--- src/core/fdc_param_pkg.sv ---
// Purpose: Shared constants and carriers for the command parameter decoder.
// Assumes: APB with 32-bit data, byte addresses, one register per word.
// Notes:   Field layouts of the register words are the packed structs below.

package fdc_param_pkg;

   // ----------------------------------------------------------------------
   // Bus and register map
   // ----------------------------------------------------------------------
   localparam int          ADDR_W      = 8;
   localparam int          DATA_W      = 32;
   localparam logic [7:0]  CONFIG_OFS  = 8'h00;
   localparam logic [7:0]  PARAM0_OFS  = 8'h04;
   localparam logic [7:0]  PARAM1_OFS  = 8'h08;
   localparam logic [7:0]  TIMING_OFS  = 8'h0C;
   localparam logic [7:0]  CONTROL_OFS = 8'h10;
   localparam logic [7:0]  STATUS_OFS  = 8'h14;
   localparam logic [7:0]  LENGTH_OFS  = 8'h18;

   // Control register command bits, write-only pulses.
   localparam int CTL_READ_BIT   = 0;
   localparam int CTL_WRITE_BIT  = 1;
   localparam int CTL_VERIFY_BIT = 2;
   localparam int CTL_SRST_BIT   = 3;

   // ----------------------------------------------------------------------
   // Reset values and sector arithmetic
   // ----------------------------------------------------------------------
   localparam logic        QEN_LOW_RESET   = 1'b1;
   localparam logic [3:0]  QTHR_RESET      = 4'h0;
   localparam logic [7:0]  PRECOMP_RESET   = 8'h00;
   localparam logic [3:0]  HRD_RESET       = 4'h0;
   localparam logic [14:0] BASE_SECTOR_LEN = 15'h0080;
   localparam logic [2:0]  SHORT_CODE      = 3'h0;
   localparam logic [7:0]  FIRST_SECTOR_H1 = 8'h01;
   localparam logic [7:0]  ONE_SECTOR      = 8'h01;
   localparam logic        HEAD_ZERO       = 1'b0;
   localparam logic        HEAD_ONE        = 1'b1;

   // ----------------------------------------------------------------------
   // Timing
   // ----------------------------------------------------------------------
   localparam int CLK_PERIOD_NS   = 5;
   localparam int HRD_UNIT_NS     = 16000000;
   localparam int HRD_UNIT_CYCLES = HRD_UNIT_NS / CLK_PERIOD_NS;
   localparam logic [4:0] HRD_ZERO_UNITS = 5'h10;

   // ----------------------------------------------------------------------
   // Carriers
   // ----------------------------------------------------------------------
   typedef struct packed {
      logic       lock;
      logic [7:0] precomp_first_cylinder;
      logic [3:0] queue_threshold;
      logic [1:0] unused;
      logic       auto_seek_enable;
      logic       queue_enable_low;
   } config_s;

   typedef struct packed {
      logic [7:0] final_sector_number;
      logic [7:0] start_sector;
      logic [7:0] cylinder;
      logic       unused;
      logic [2:0] size_code;
      logic       verify_by_track_count;
      logic       head_select;
      logic       double_density_select;
      logic       multi_head_sequencing;
   } cmd_s;

   typedef struct packed {
      logic       perpendicular;
      logic [7:0] gap2_length;
      logic [7:0] intersector_spacing_length;
      logic [7:0] short_sector_byte_count;
   } gap_s;

   typedef enum logic [2:0] {
      ST_IDLE = 3'b001,
      ST_SEEK = 3'b010,
      ST_XFER = 3'b100
   } exec_state_e;

endpackage

--- src/core/fdc_param_decode.sv ---
// Purpose: Holds and applies floppy command parameters written over APB.
// Assumes: Drive-side strobes (seek_done, sector_done, ID fields) come
//          from logic on pclk.
// Notes:   Every output is registered.
//
// Function
// - With track-count verify, the short-sector count gives sectors to verify.
// - The queue enable bit is active low, 0 enables, 1 disables, 1 at reset.
// - With auto seek set, a seek to the command cylinder precedes read/write if it differs from the present cylinder.
// - The final sector number ends the transfer on the current track.
// - In perpendicular mode the second spacing sets the gap after the ID.
// - The intersector spacing is the gap 3 length between sectors.
// - Head 0 or 1 selects the side and is compared with each sector ID.
// - The head unload delay starts at the end of a read or write execution.
// - Lock decides whether soft reset restores queue and precomp defaults.
// - Density select one means double density, zero single density.
// - Multi-track continues from last sector of head 0 to first of head 1; track-count verify stays on one head.
// - Sector length is 128 times two to the size code, codes up to 7; track-count verify uses 128 bytes for every code.
// - Size code 0 transfers the short-sector byte count instead, except under track-count verify.

`timescale 1ns/1ps

module fdc_param_decode
   import fdc_param_pkg::*;
#(
   parameter int HRD_UNIT = HRD_UNIT_CYCLES
)(
   input  logic              pclk,
   input  logic              presetn,
   input  logic              psel,
   input  logic              penable,
   input  logic              pwrite,
   input  logic [ADDR_W-1:0] paddr,
   input  logic [DATA_W-1:0] pwdata,
   output logic [DATA_W-1:0] prdata,
   output logic              pready,
   output logic              pslverr,
   input  logic              seek_done,
   input  logic              sector_done,
   input  logic              id_valid,
   input  logic [7:0]        id_cylinder,
   input  logic              id_head,
   input  logic [7:0]        id_sector,
   output logic              fifo_enable,
   output logic [3:0]        queue_threshold,
   output logic [7:0]        precomp_first_cylinder,
   output logic              double_density_select,
   output logic [7:0]        gap2_length,
   output logic              gap2_override,
   output logic [7:0]        gap3_length,
   output logic              seek_req,
   output logic [7:0]        seek_cylinder,
   output logic              xfer_active,
   output logic              xfer_head,
   output logic [7:0]        xfer_sector,
   output logic [14:0]       xfer_bytes,
   output logic              track_done,
   output logic              head_loaded,
   output logic              id_match,
   output logic              id_mismatch
);

   // ----------------------------------------------------------------------
   // Functions
   // ----------------------------------------------------------------------
   function automatic logic [14:0] sector_bytes(input logic [2:0] code,
                                                input logic [7:0] count);
      sector_bytes = (code == SHORT_CODE) ? {7'h00, count}
                     : BASE_SECTOR_LEN << code;
   endfunction

   // ----------------------------------------------------------------------
   // Register state
   // ----------------------------------------------------------------------
   config_s     cfg;
   cmd_s        cmd;
   gap_s        gap;
   logic [3:0]  hrd;
   exec_state_e state;
   logic [7:0]  present_cyl;
   logic [7:0]  sector_cur;
   logic [7:0]  sectors_done;
   logic        head_cur;
   logic        verify_cmd;

   // ----------------------------------------------------------------------
   // APB decode
   // ----------------------------------------------------------------------
   wire setup    = psel && !penable;
   wire wr_acc   = psel && penable && pready && pwrite;
   wire sel_cfg  = (paddr == CONFIG_OFS);
   wire sel_p0   = (paddr == PARAM0_OFS);
   wire sel_p1   = (paddr == PARAM1_OFS);
   wire sel_tim  = (paddr == TIMING_OFS);
   wire sel_ctl  = (paddr == CONTROL_OFS);
   wire sel_sts  = (paddr == STATUS_OFS);
   wire sel_len  = (paddr == LENGTH_OFS);
   wire mapped   = sel_cfg || sel_p0 || sel_p1 || sel_tim || sel_ctl
                   || sel_sts || sel_len;
   wire ctl_wr   = wr_acc && sel_ctl;
   wire soft_rst = ctl_wr && pwdata[CTL_SRST_BIT];
   wire go_read  = ctl_wr && pwdata[CTL_READ_BIT];
   wire go_write = ctl_wr && pwdata[CTL_WRITE_BIT];
   wire go_vfy   = ctl_wr && pwdata[CTL_VERIFY_BIT];
   wire go_any   = (go_read || go_write || go_vfy) && !soft_rst
                   && (state == ST_IDLE);

   // Transfer sequencing terms.
   wire       vfy_count = verify_cmd && cmd.verify_by_track_count;
   wire       last_id   = vfy_count
                          ? (sectors_done + ONE_SECTOR
                             == gap.short_sector_byte_count)
                          : (sector_cur == cmd.final_sector_number);
   wire       head_wrap = cmd.multi_head_sequencing && !vfy_count
                          && (head_cur == HEAD_ZERO);
   wire       need_seek = cfg.auto_seek_enable
                          && (cmd.cylinder != present_cyl);
   wire       step      = (state == ST_XFER) && sector_done;
   wire       finish    = step && last_id && !head_wrap;
   wire [14:0] bytes_now = vfy_count ? BASE_SECTOR_LEN
                           : sector_bytes(cmd.size_code,
                                          gap.short_sector_byte_count);

   wire [DATA_W-1:0] sts_word = {8'h00, present_cyl, sector_cur, 4'h0,
                                 head_cur, head_loaded,
                                 state == ST_SEEK, state != ST_IDLE};
   wire [DATA_W-1:0] rd_word  =
        sel_cfg ? {15'h0000, cfg}
      : sel_p0  ? cmd
      : sel_p1  ? {7'h00, gap}
      : sel_tim ? {28'h0000000, hrd}
      : sel_sts ? sts_word
      : sel_len ? {17'h00000, bytes_now}
      : {DATA_W{1'b0}};

   // ----------------------------------------------------------------------
   // APB slave, answer in the first access cycle
   // ----------------------------------------------------------------------
   always_ff @(posedge pclk or negedge presetn) begin
      if (!presetn) begin
         pready  <= 1'b0;
         pslverr <= 1'b0;
         prdata  <= {DATA_W{1'b0}};
      end else begin
         pready  <= setup;
         pslverr <= setup && !mapped;
         prdata  <= (setup && !pwrite) ? rd_word : {DATA_W{1'b0}};
      end
   end

   // ----------------------------------------------------------------------
   // Parameter registers
   // ----------------------------------------------------------------------
   always_ff @(posedge pclk or negedge presetn) begin
      if (!presetn) begin
         cfg                  <= '0;
         cfg.queue_enable_low <= QEN_LOW_RESET;
         cfg.queue_threshold  <= QTHR_RESET;
         cfg.precomp_first_cylinder <= PRECOMP_RESET;
         cmd <= '0;
         gap <= '0;
         hrd <= HRD_RESET;
      end else begin
         if (soft_rst && !cfg.lock) begin
            cfg.queue_enable_low       <= QEN_LOW_RESET;
            cfg.queue_threshold        <= QTHR_RESET;
            cfg.precomp_first_cylinder <= PRECOMP_RESET;
         end else if (wr_acc && sel_cfg) begin
            cfg        <= pwdata[16:0];
            cfg.unused <= 2'b00;
         end
         if (wr_acc && sel_p0) begin
            cmd        <= pwdata;
            cmd.unused <= 1'b0;
         end
         if (wr_acc && sel_p1) begin
            gap <= pwdata[24:0];
         end
         if (wr_acc && sel_tim) begin
            hrd <= pwdata[3:0];
         end
      end
   end

   // ----------------------------------------------------------------------
   // Execution sequencer
   // ----------------------------------------------------------------------
   always_ff @(posedge pclk or negedge presetn) begin
      if (!presetn) begin
         state        <= ST_IDLE;
         present_cyl  <= 8'h00;
         sector_cur   <= 8'h00;
         sectors_done <= 8'h00;
         head_cur     <= HEAD_ZERO;
         verify_cmd   <= 1'b0;
         track_done   <= 1'b0;
      end else begin
         track_done <= finish;
         if (soft_rst) begin
            state <= ST_IDLE;
         end else begin
            case (state)
               ST_IDLE: begin
                  if (go_any) begin
                     verify_cmd   <= go_vfy;
                     sector_cur   <= cmd.start_sector;
                     sectors_done <= 8'h00;
                     head_cur     <= cmd.head_select;
                     state <= need_seek ? ST_SEEK : ST_XFER;
                  end
               end
               ST_SEEK: begin
                  if (seek_done) begin
                     present_cyl <= cmd.cylinder;
                     state       <= ST_XFER;
                  end
               end
               ST_XFER: begin
                  if (step) begin
                     sectors_done <= sectors_done + ONE_SECTOR;
                     if (last_id && head_wrap) begin
                        head_cur   <= HEAD_ONE;
                        sector_cur <= FIRST_SECTOR_H1;
                     end else if (last_id) begin
                        state <= ST_IDLE;
                     end else begin
                        sector_cur <= sector_cur + ONE_SECTOR;
                     end
                  end
               end
               default: state <= ST_IDLE;
            endcase
         end
      end
   end

   // ----------------------------------------------------------------------
   // Registered drive-side outputs
   // ----------------------------------------------------------------------
   always_ff @(posedge pclk or negedge presetn) begin
      if (!presetn) begin
         fifo_enable            <= 1'b0;
         queue_threshold        <= QTHR_RESET;
         precomp_first_cylinder <= PRECOMP_RESET;
         double_density_select  <= 1'b0;
         gap2_length            <= 8'h00;
         gap2_override          <= 1'b0;
         gap3_length            <= 8'h00;
         seek_req               <= 1'b0;
         seek_cylinder          <= 8'h00;
         xfer_active            <= 1'b0;
         xfer_head              <= HEAD_ZERO;
         xfer_sector            <= 8'h00;
         xfer_bytes             <= 15'h0000;
      end else begin
         fifo_enable            <= !cfg.queue_enable_low;
         queue_threshold        <= cfg.queue_threshold;
         precomp_first_cylinder <= cfg.precomp_first_cylinder;
         double_density_select  <= cmd.double_density_select;
         gap2_override          <= gap.perpendicular;
         gap2_length            <= gap.gap2_length;
         gap3_length            <= gap.intersector_spacing_length;
         seek_req               <= (state == ST_SEEK) && !seek_done;
         seek_cylinder          <= cmd.cylinder;
         xfer_active            <= (state == ST_XFER);
         xfer_head              <= head_cur;
         xfer_sector            <= sector_cur;
         xfer_bytes             <= bytes_now;
      end
   end

   // ----------------------------------------------------------------------
   // Head unload timing and ID comparison
   // ----------------------------------------------------------------------
   wire hrd_expired;

   head_release_timer #(
      .UNIT_CYCLES (HRD_UNIT)
   ) u_head_release_timer (
      .pclk    (pclk),
      .presetn (presetn),
      .start   (finish),
      .cancel  (go_any || soft_rst),
      .units   (hrd),
      .running (),
      .expired (hrd_expired)
   );

   always_ff @(posedge pclk or negedge presetn) begin
      if (!presetn) begin
         head_loaded <= 1'b0;
      end else if (go_any) begin
         head_loaded <= 1'b1;
      end else if (hrd_expired || soft_rst) begin
         head_loaded <= 1'b0;
      end
   end

   sector_id_matcher u_sector_id_matcher (
      .pclk         (pclk),
      .presetn      (presetn),
      .enable       (state == ST_XFER),
      .id_valid     (id_valid),
      .id_cylinder  (id_cylinder),
      .id_head      (id_head),
      .id_sector    (id_sector),
      .exp_cylinder (cmd.cylinder),
      .exp_head     (head_cur),
      .exp_sector   (sector_cur),
      .match        (id_match),
      .mismatch     (id_mismatch)
   );
endmodule // fdc_param_decode

--- src/core/head_release_timer.sv ---
// Purpose: Counts the head unload interval after a transfer ends.
// Assumes: Start and cancel are single-cycle pulses on pclk.
// Notes:   A programmed value of zero stands for sixteen units.

`timescale 1ns/1ps

module head_release_timer
   import fdc_param_pkg::*;
#(
   parameter int UNIT_CYCLES = HRD_UNIT_CYCLES
)(
   input  logic       pclk,
   input  logic       presetn,
   input  logic       start,
   input  logic       cancel,
   input  logic [3:0] units,
   output logic       running,
   output logic       expired
);

   logic [31:0] tick;
   logic [4:0]  left;
   wire         unit_end = (tick == 32'(UNIT_CYCLES - 1));
   wire  [4:0]  load     = (units == 4'h0) ? HRD_ZERO_UNITS : {1'b0, units};

   always_ff @(posedge pclk or negedge presetn) begin
      if (!presetn) begin
         tick    <= 32'h0000_0000;
         left    <= 5'h00;
         running <= 1'b0;
         expired <= 1'b0;
      end else begin
         expired <= running && unit_end && (left == 5'h01) && !cancel;
         if (cancel || start) begin
            tick    <= 32'h0000_0000;
            left    <= load;
            running <= start && !cancel;
         end else if (running) begin
            tick <= unit_end ? 32'h0000_0000 : tick + 32'h0000_0001;
            if (unit_end) begin
               left    <= left - 5'h01;
               running <= (left != 5'h01);
            end
         end
      end
   end
endmodule // head_release_timer

--- src/core/sector_id_matcher.sv ---
// Purpose: Compares each sector ID read from the disk with the expected one.
// Assumes: ID fields arrive from the data separator on pclk with a valid.
// Notes:   Results are single-cycle pulses one edge after the ID.

`timescale 1ns/1ps

module sector_id_matcher (
   input  logic       pclk,
   input  logic       presetn,
   input  logic       enable,
   input  logic       id_valid,
   input  logic [7:0] id_cylinder,
   input  logic       id_head,
   input  logic [7:0] id_sector,
   input  logic [7:0] exp_cylinder,
   input  logic       exp_head,
   input  logic [7:0] exp_sector,
   output logic       match,
   output logic       mismatch
);

   wire same = (id_cylinder == exp_cylinder) && (id_head == exp_head)
               && (id_sector == exp_sector);

   always_ff @(posedge pclk or negedge presetn) begin
      if (!presetn) begin
         match    <= 1'b0;
         mismatch <= 1'b0;
      end else begin
         match    <= enable && id_valid && same;
         mismatch <= enable && id_valid && !same;
      end
   end
endmodule // sector_id_matcher

--- config.mk ---
export PLATFORM = sky130hd
export DESIGN_NAME = fdc_param_decode
export DESIGN_NICKNAME = d
export VERILOG_FILES = /design/src/core/fdc_param_pkg.sv /design/src/core/fdc_param_decode.sv /design/src/core/head_release_timer.sv /design/src/core/sector_id_matcher.sv
export SDC_FILE = /design/constraint.sdc
export NUM_CORES = 1
export LEC_CHECK = 0
export BUFFER_PORTS_ARGS = -buffer_cell sky130_fd_sc_hd__buf_2
export CORE_ASPECT_RATIO = 1.4
export CORE_MARGIN = 5
export CORE_UTILIZATION = 45
export DETAILED_ROUTE_END_ITERATION = 10
export HOLD_SLACK_MARGIN = 0.08
export PLACE_DENSITY_LB_ADDON = 0.3
export SETUP_SLACK_MARGIN = 0.3
export SYNTH_ARGS = -nofsm -noshare
export SYNTH_HDL_FRONTEND = slang
export SYNTH_SLANG_ARGS = --single-unit
--- constraint.sdc ---
create_clock -name pclk -period 3.6 [get_ports pclk]
set_input_delay 0.18 -clock pclk [delete_from_list [all_inputs] [get_ports pclk]]
set_output_delay 0.18 -clock pclk [all_outputs]
set_load 0.03 [all_outputs]
==> results by group <==
Run status
  – Status: finished, final reports clean

Logic synthesis
  – Top-count cell post-synth: dfrtp_1
  – Seq/Total Area, Yosys: 0.573
  – Simple-Gate Fraction of Synth Area: 0.135
  – Number of library cell types mapped by synthesis: 63
  – Post-Synth XOR/XNOR Area: 0.0611
  – Adder-Cell Fraction of Synth Area: 0.00582
  – Share of the synthesized area in the top cell type: 0.568
  – Async set-reset flop share out of synthesis: 1.00
  – Main area contributors after synthesis: dfrtp_1, mux2_2, xnor2_1
  – Synthesized cell area: 10700 um^2
  – Compound-Gate Fraction of Synth Area: 0.116
  – Most area-hungry cell type in the Yosys netlist: dfrtp_1
  – Warnings, synthesis: 0
  – Mapped Nets: 1000
  – Main synth FF type: dfrtp_1
  – Synth Instances: 930
  – EDFF count, synth: 0
  – Syn Area/Cell: 11.6 um^2
  – Top post-synthesis cells by count: dfrtp_1, nor2_1, nand2_1
  – Mux cell area share after synthesis: 0.0809
  – Number of synthesized register bits: 246
  – Largest family of logic cells by synthesized area: simple AND/OR/NAND/NOR gates

Timing
  – F_max: 324 MHz
  – RSZ-0062 raised after global routing: false
  – Setup violations, final: 0
  – Final setup TNS: 0 ns
  – Final worst path period share: 0.857
  – Clock skew: 0.0119 ns
  – Period minus WS final: 3.09 ns
  – Slew HR: 0.364
  – Worst Max-Slew Pin Slew: 0.952 ns
  – Slew Viols, Final: 0
  – Final Hold Vio Count: 0

Routing
  – Routed wire length per instance: 20.3 um
  – DRC errors left: 0
  – Remaining antenna violation count: 0
  – DRT iter0 DRCs: 432
  – Via count: 8243
  – Vias per std cell: 5.59
  – Final Routed Wirelength: 29900 um
  – DR pass1 iterations: 5

Power
  – Leakage power: 6.51 nW
  – Comb pwr share: 0.137
  – Net switching power: 1.77 mW
  – Switching Share: 0.275
  – Power per cell area: 483 nW/um^2
  – Int Power: 4.64 mW
  – Power share of the sequential group: 0.467
  – Worst vdd ir: 0.348 mV
  – Clock power frac: 0.395

Critical path
  – WP data required: 3.99 ns
  – Reg-to-Reg Start: sectors_done[0]
  – Crit. End Element: register
  – Worst Path Arrival: 3.48 ns
  – Cells along the critical path: ha_1, and4_1, nand2_1, mux2_4, nor4_4, o211ai_4, buf_4, a2111oi_2, xnor2_1, nor2_1
  – WS Path Type: reg -> reg
  – Max incr delay on CP: 0.44 ns
  – Worst reg2reg path depth: 10
  – Critical Path Fanout Max: 20
  – Reg2reg setup slack: 0.51 ns
  – Reg-to-reg endpoint: u_head_release_timer.tick[30]
  – Slowest-stage cell, CP: dfrtp_1
  – CP startpoint kind: register

Cells and area
  – Layout cell share with drive strength beyond 1: 0.287
  – Final net count: 1217
  – Fin area: 13300 um^2
  – Synth-to-Final Area Change: 23.4%
  – Cell Count, Final, Fillers Out: 1474
  – ANT cells: 0

Die
  – Starting Density: 0.453
  – Die Span X: 141 um
  – Number of top-level pins: 168
  – Std-Cell Rows: 67
  – Total core area: 23700 um^2
  – Die Area: 27100 um^2
  – Die H: 193 um

Clock tree
  – CTS clock-pin slew for the worst setup and hold paths: 0.07 ns
  – Worst skew pair latency: 0.52 ns
  – Clock sinks: 246
  – Postcts setup bufs: 0
  – H-tree Lvls: 1
  – Total CTS buffers: 25
  – TritonCTS clock tree: done
  – Clk root buf: clkbuf_16
  – Clock buffer depth: 3

Global routing
  – Number of global-route vias before repair: 8623
  – First-pass GRT wire length: 47600 um
  – Largest net degree at the start of global routing: 115
  – GRT Util Overall: 0.222
  – Grt total ovfl: 0
  – Initial antenna violation count: 2

Placed design
  – Post-DP Area: 12000 um^2
  – HPWL Detailed: 21200 um
  – Final Wtd Congestion: 0.870
  – Inst Count DP: 1388
  – IO buf count: 167

Flow run
  – Maxcap violations: 0

Hold path
  – WHS Endpoint: pslverr
  – Worst Hold Path Cells: 3
  – Worst hold start: paddr[6]
  – Hold crit path type: in -> reg
sequential cells by signal (all words and copies together), names as in the netlist, 3 cells and up:
register,count
sectors_done,8
hrd,4
xfer_bytes,15
seek_cylinder,8
u_head_release_timer.left,5
sector_cur,8
prdata,32
queue_threshold,4
xfer_sector,8
gap,25
cmd,31
cfg,15
present_cyl,8
precomp_first_cylinder,8
u_head_release_timer.tick,32
gap3_length,8
state,3
gap2_length,8
final cells by class:
type | count | area [um^2]
Sequential cell | 246 | 6160
Multi-Input combinational cell | 610 | 4300
Inverter | 24 | 90.1
Tap cell | 310 | 388
Clock buffer | 32 | 692
Fill cell | 2013 | 10500
Clock inverter | 12 | 101
Timing Repair Buffer | 240 | 1520
power by group through the flow:
stage	Clock (mW)	Combinational [mW]	Sequential (mW)
finish	2.53	0.880	2.99
global route	2.70	0.985	3.01
CTS	2.58	0.880	2.99
detailed placement	0	0.838	3.05
global placement	0	0.818	3.04
floorplan	0	0.468	3.06
routing by layer:
layer	up-vias	GRT usage	wire, um
met3	73	0.0322	1590
met1	4133	0.274	11600
met5	-	0	33
met2	275	0.395	15600
met4	4	0.0817	1080
li1	3758	-	-
kinds of logic after synthesis:
logic type,Yosys count
buffers and inverters,74
adders and majority gates,5
and+or+nand+nor,287
xor gates and xnor gates,75
muxes,78
DFF,246
AOI/OAI and AO/OA,165
worst max-delay path, delay by kind of cell (launching register included):
kind	cells	cell delay [ns]
simple gates	4	0.78
compound gates	2	0.60
flops	1	0.44
fa+ha+maj	1	0.33
mux	1	0.33
buf+inv	1	0.29
xor+xnor	1	0.17
cell usage in the layout, fill, tap and decap left out, types with 12 or more instances in the layout:
cell type	Yosys	routed
a22o_1	12	12
dfrtp_1	244	244
o21ai_0	33	33
nor4_1	12	12
a21oi_1	30	30
nand2_1	69	69
a22oi_1	12	12
inv_1	24	24
mux2_2	67	67
nand4_1	15	15
dlygate4sd3_1	0	42
nand3_1	29	29
buf_4	0	29
clkbuf_16	0	25
and2_1	13	13
xnor2_1	46	46
nor2_1	79	79
xor2_1	29	29
buf_2	9	166
per-stage QoR:
stage                     power, mW  worst slack [ns]  utilization  hold slack, ns
after floorplan                3.53              1.01            -          -0.116
after global routing           6.70             0.350        0.559           0.128
after global placement         3.86             0.564        0.507           0.326
after detailed placement       3.88             0.467        0.507           0.323
final                          6.41             0.514        0.559           0.160
after CTS                      6.45             0.425        0.558           0.136
worst max-delay path by stage:
stage | from | end | slack [ns] | cells past startpoint
2_1_floorplan | sectors_done[0] | u_head_release_timer.tick[20] | 1.01 | 10
3_3_place_gp | sectors_done[0] | u_head_release_timer.tick[21] | 0.56 | 10
5_1_grt | sectors_done[0] | u_head_release_timer.tick[30] | 0.35 | 10
3_5_place_dp | sectors_done[0] | u_head_release_timer.tick[24] | 0.47 | 10
4_1_cts | sectors_done[0] | u_head_release_timer.tick[30] | 0.43 | 10
6_report | sectors_done[0] | u_head_release_timer.tick[30] | 0.51 | 10
what timing repair did:
action | CTS | global route
hold buffers | 42 | 0
hold endpoints to repair | 196 | 0
endpoints found under the setup margin | 0 | 11
resized for setup | 0 | 1
No activity file was read; power rests on OpenSTA's default activity.
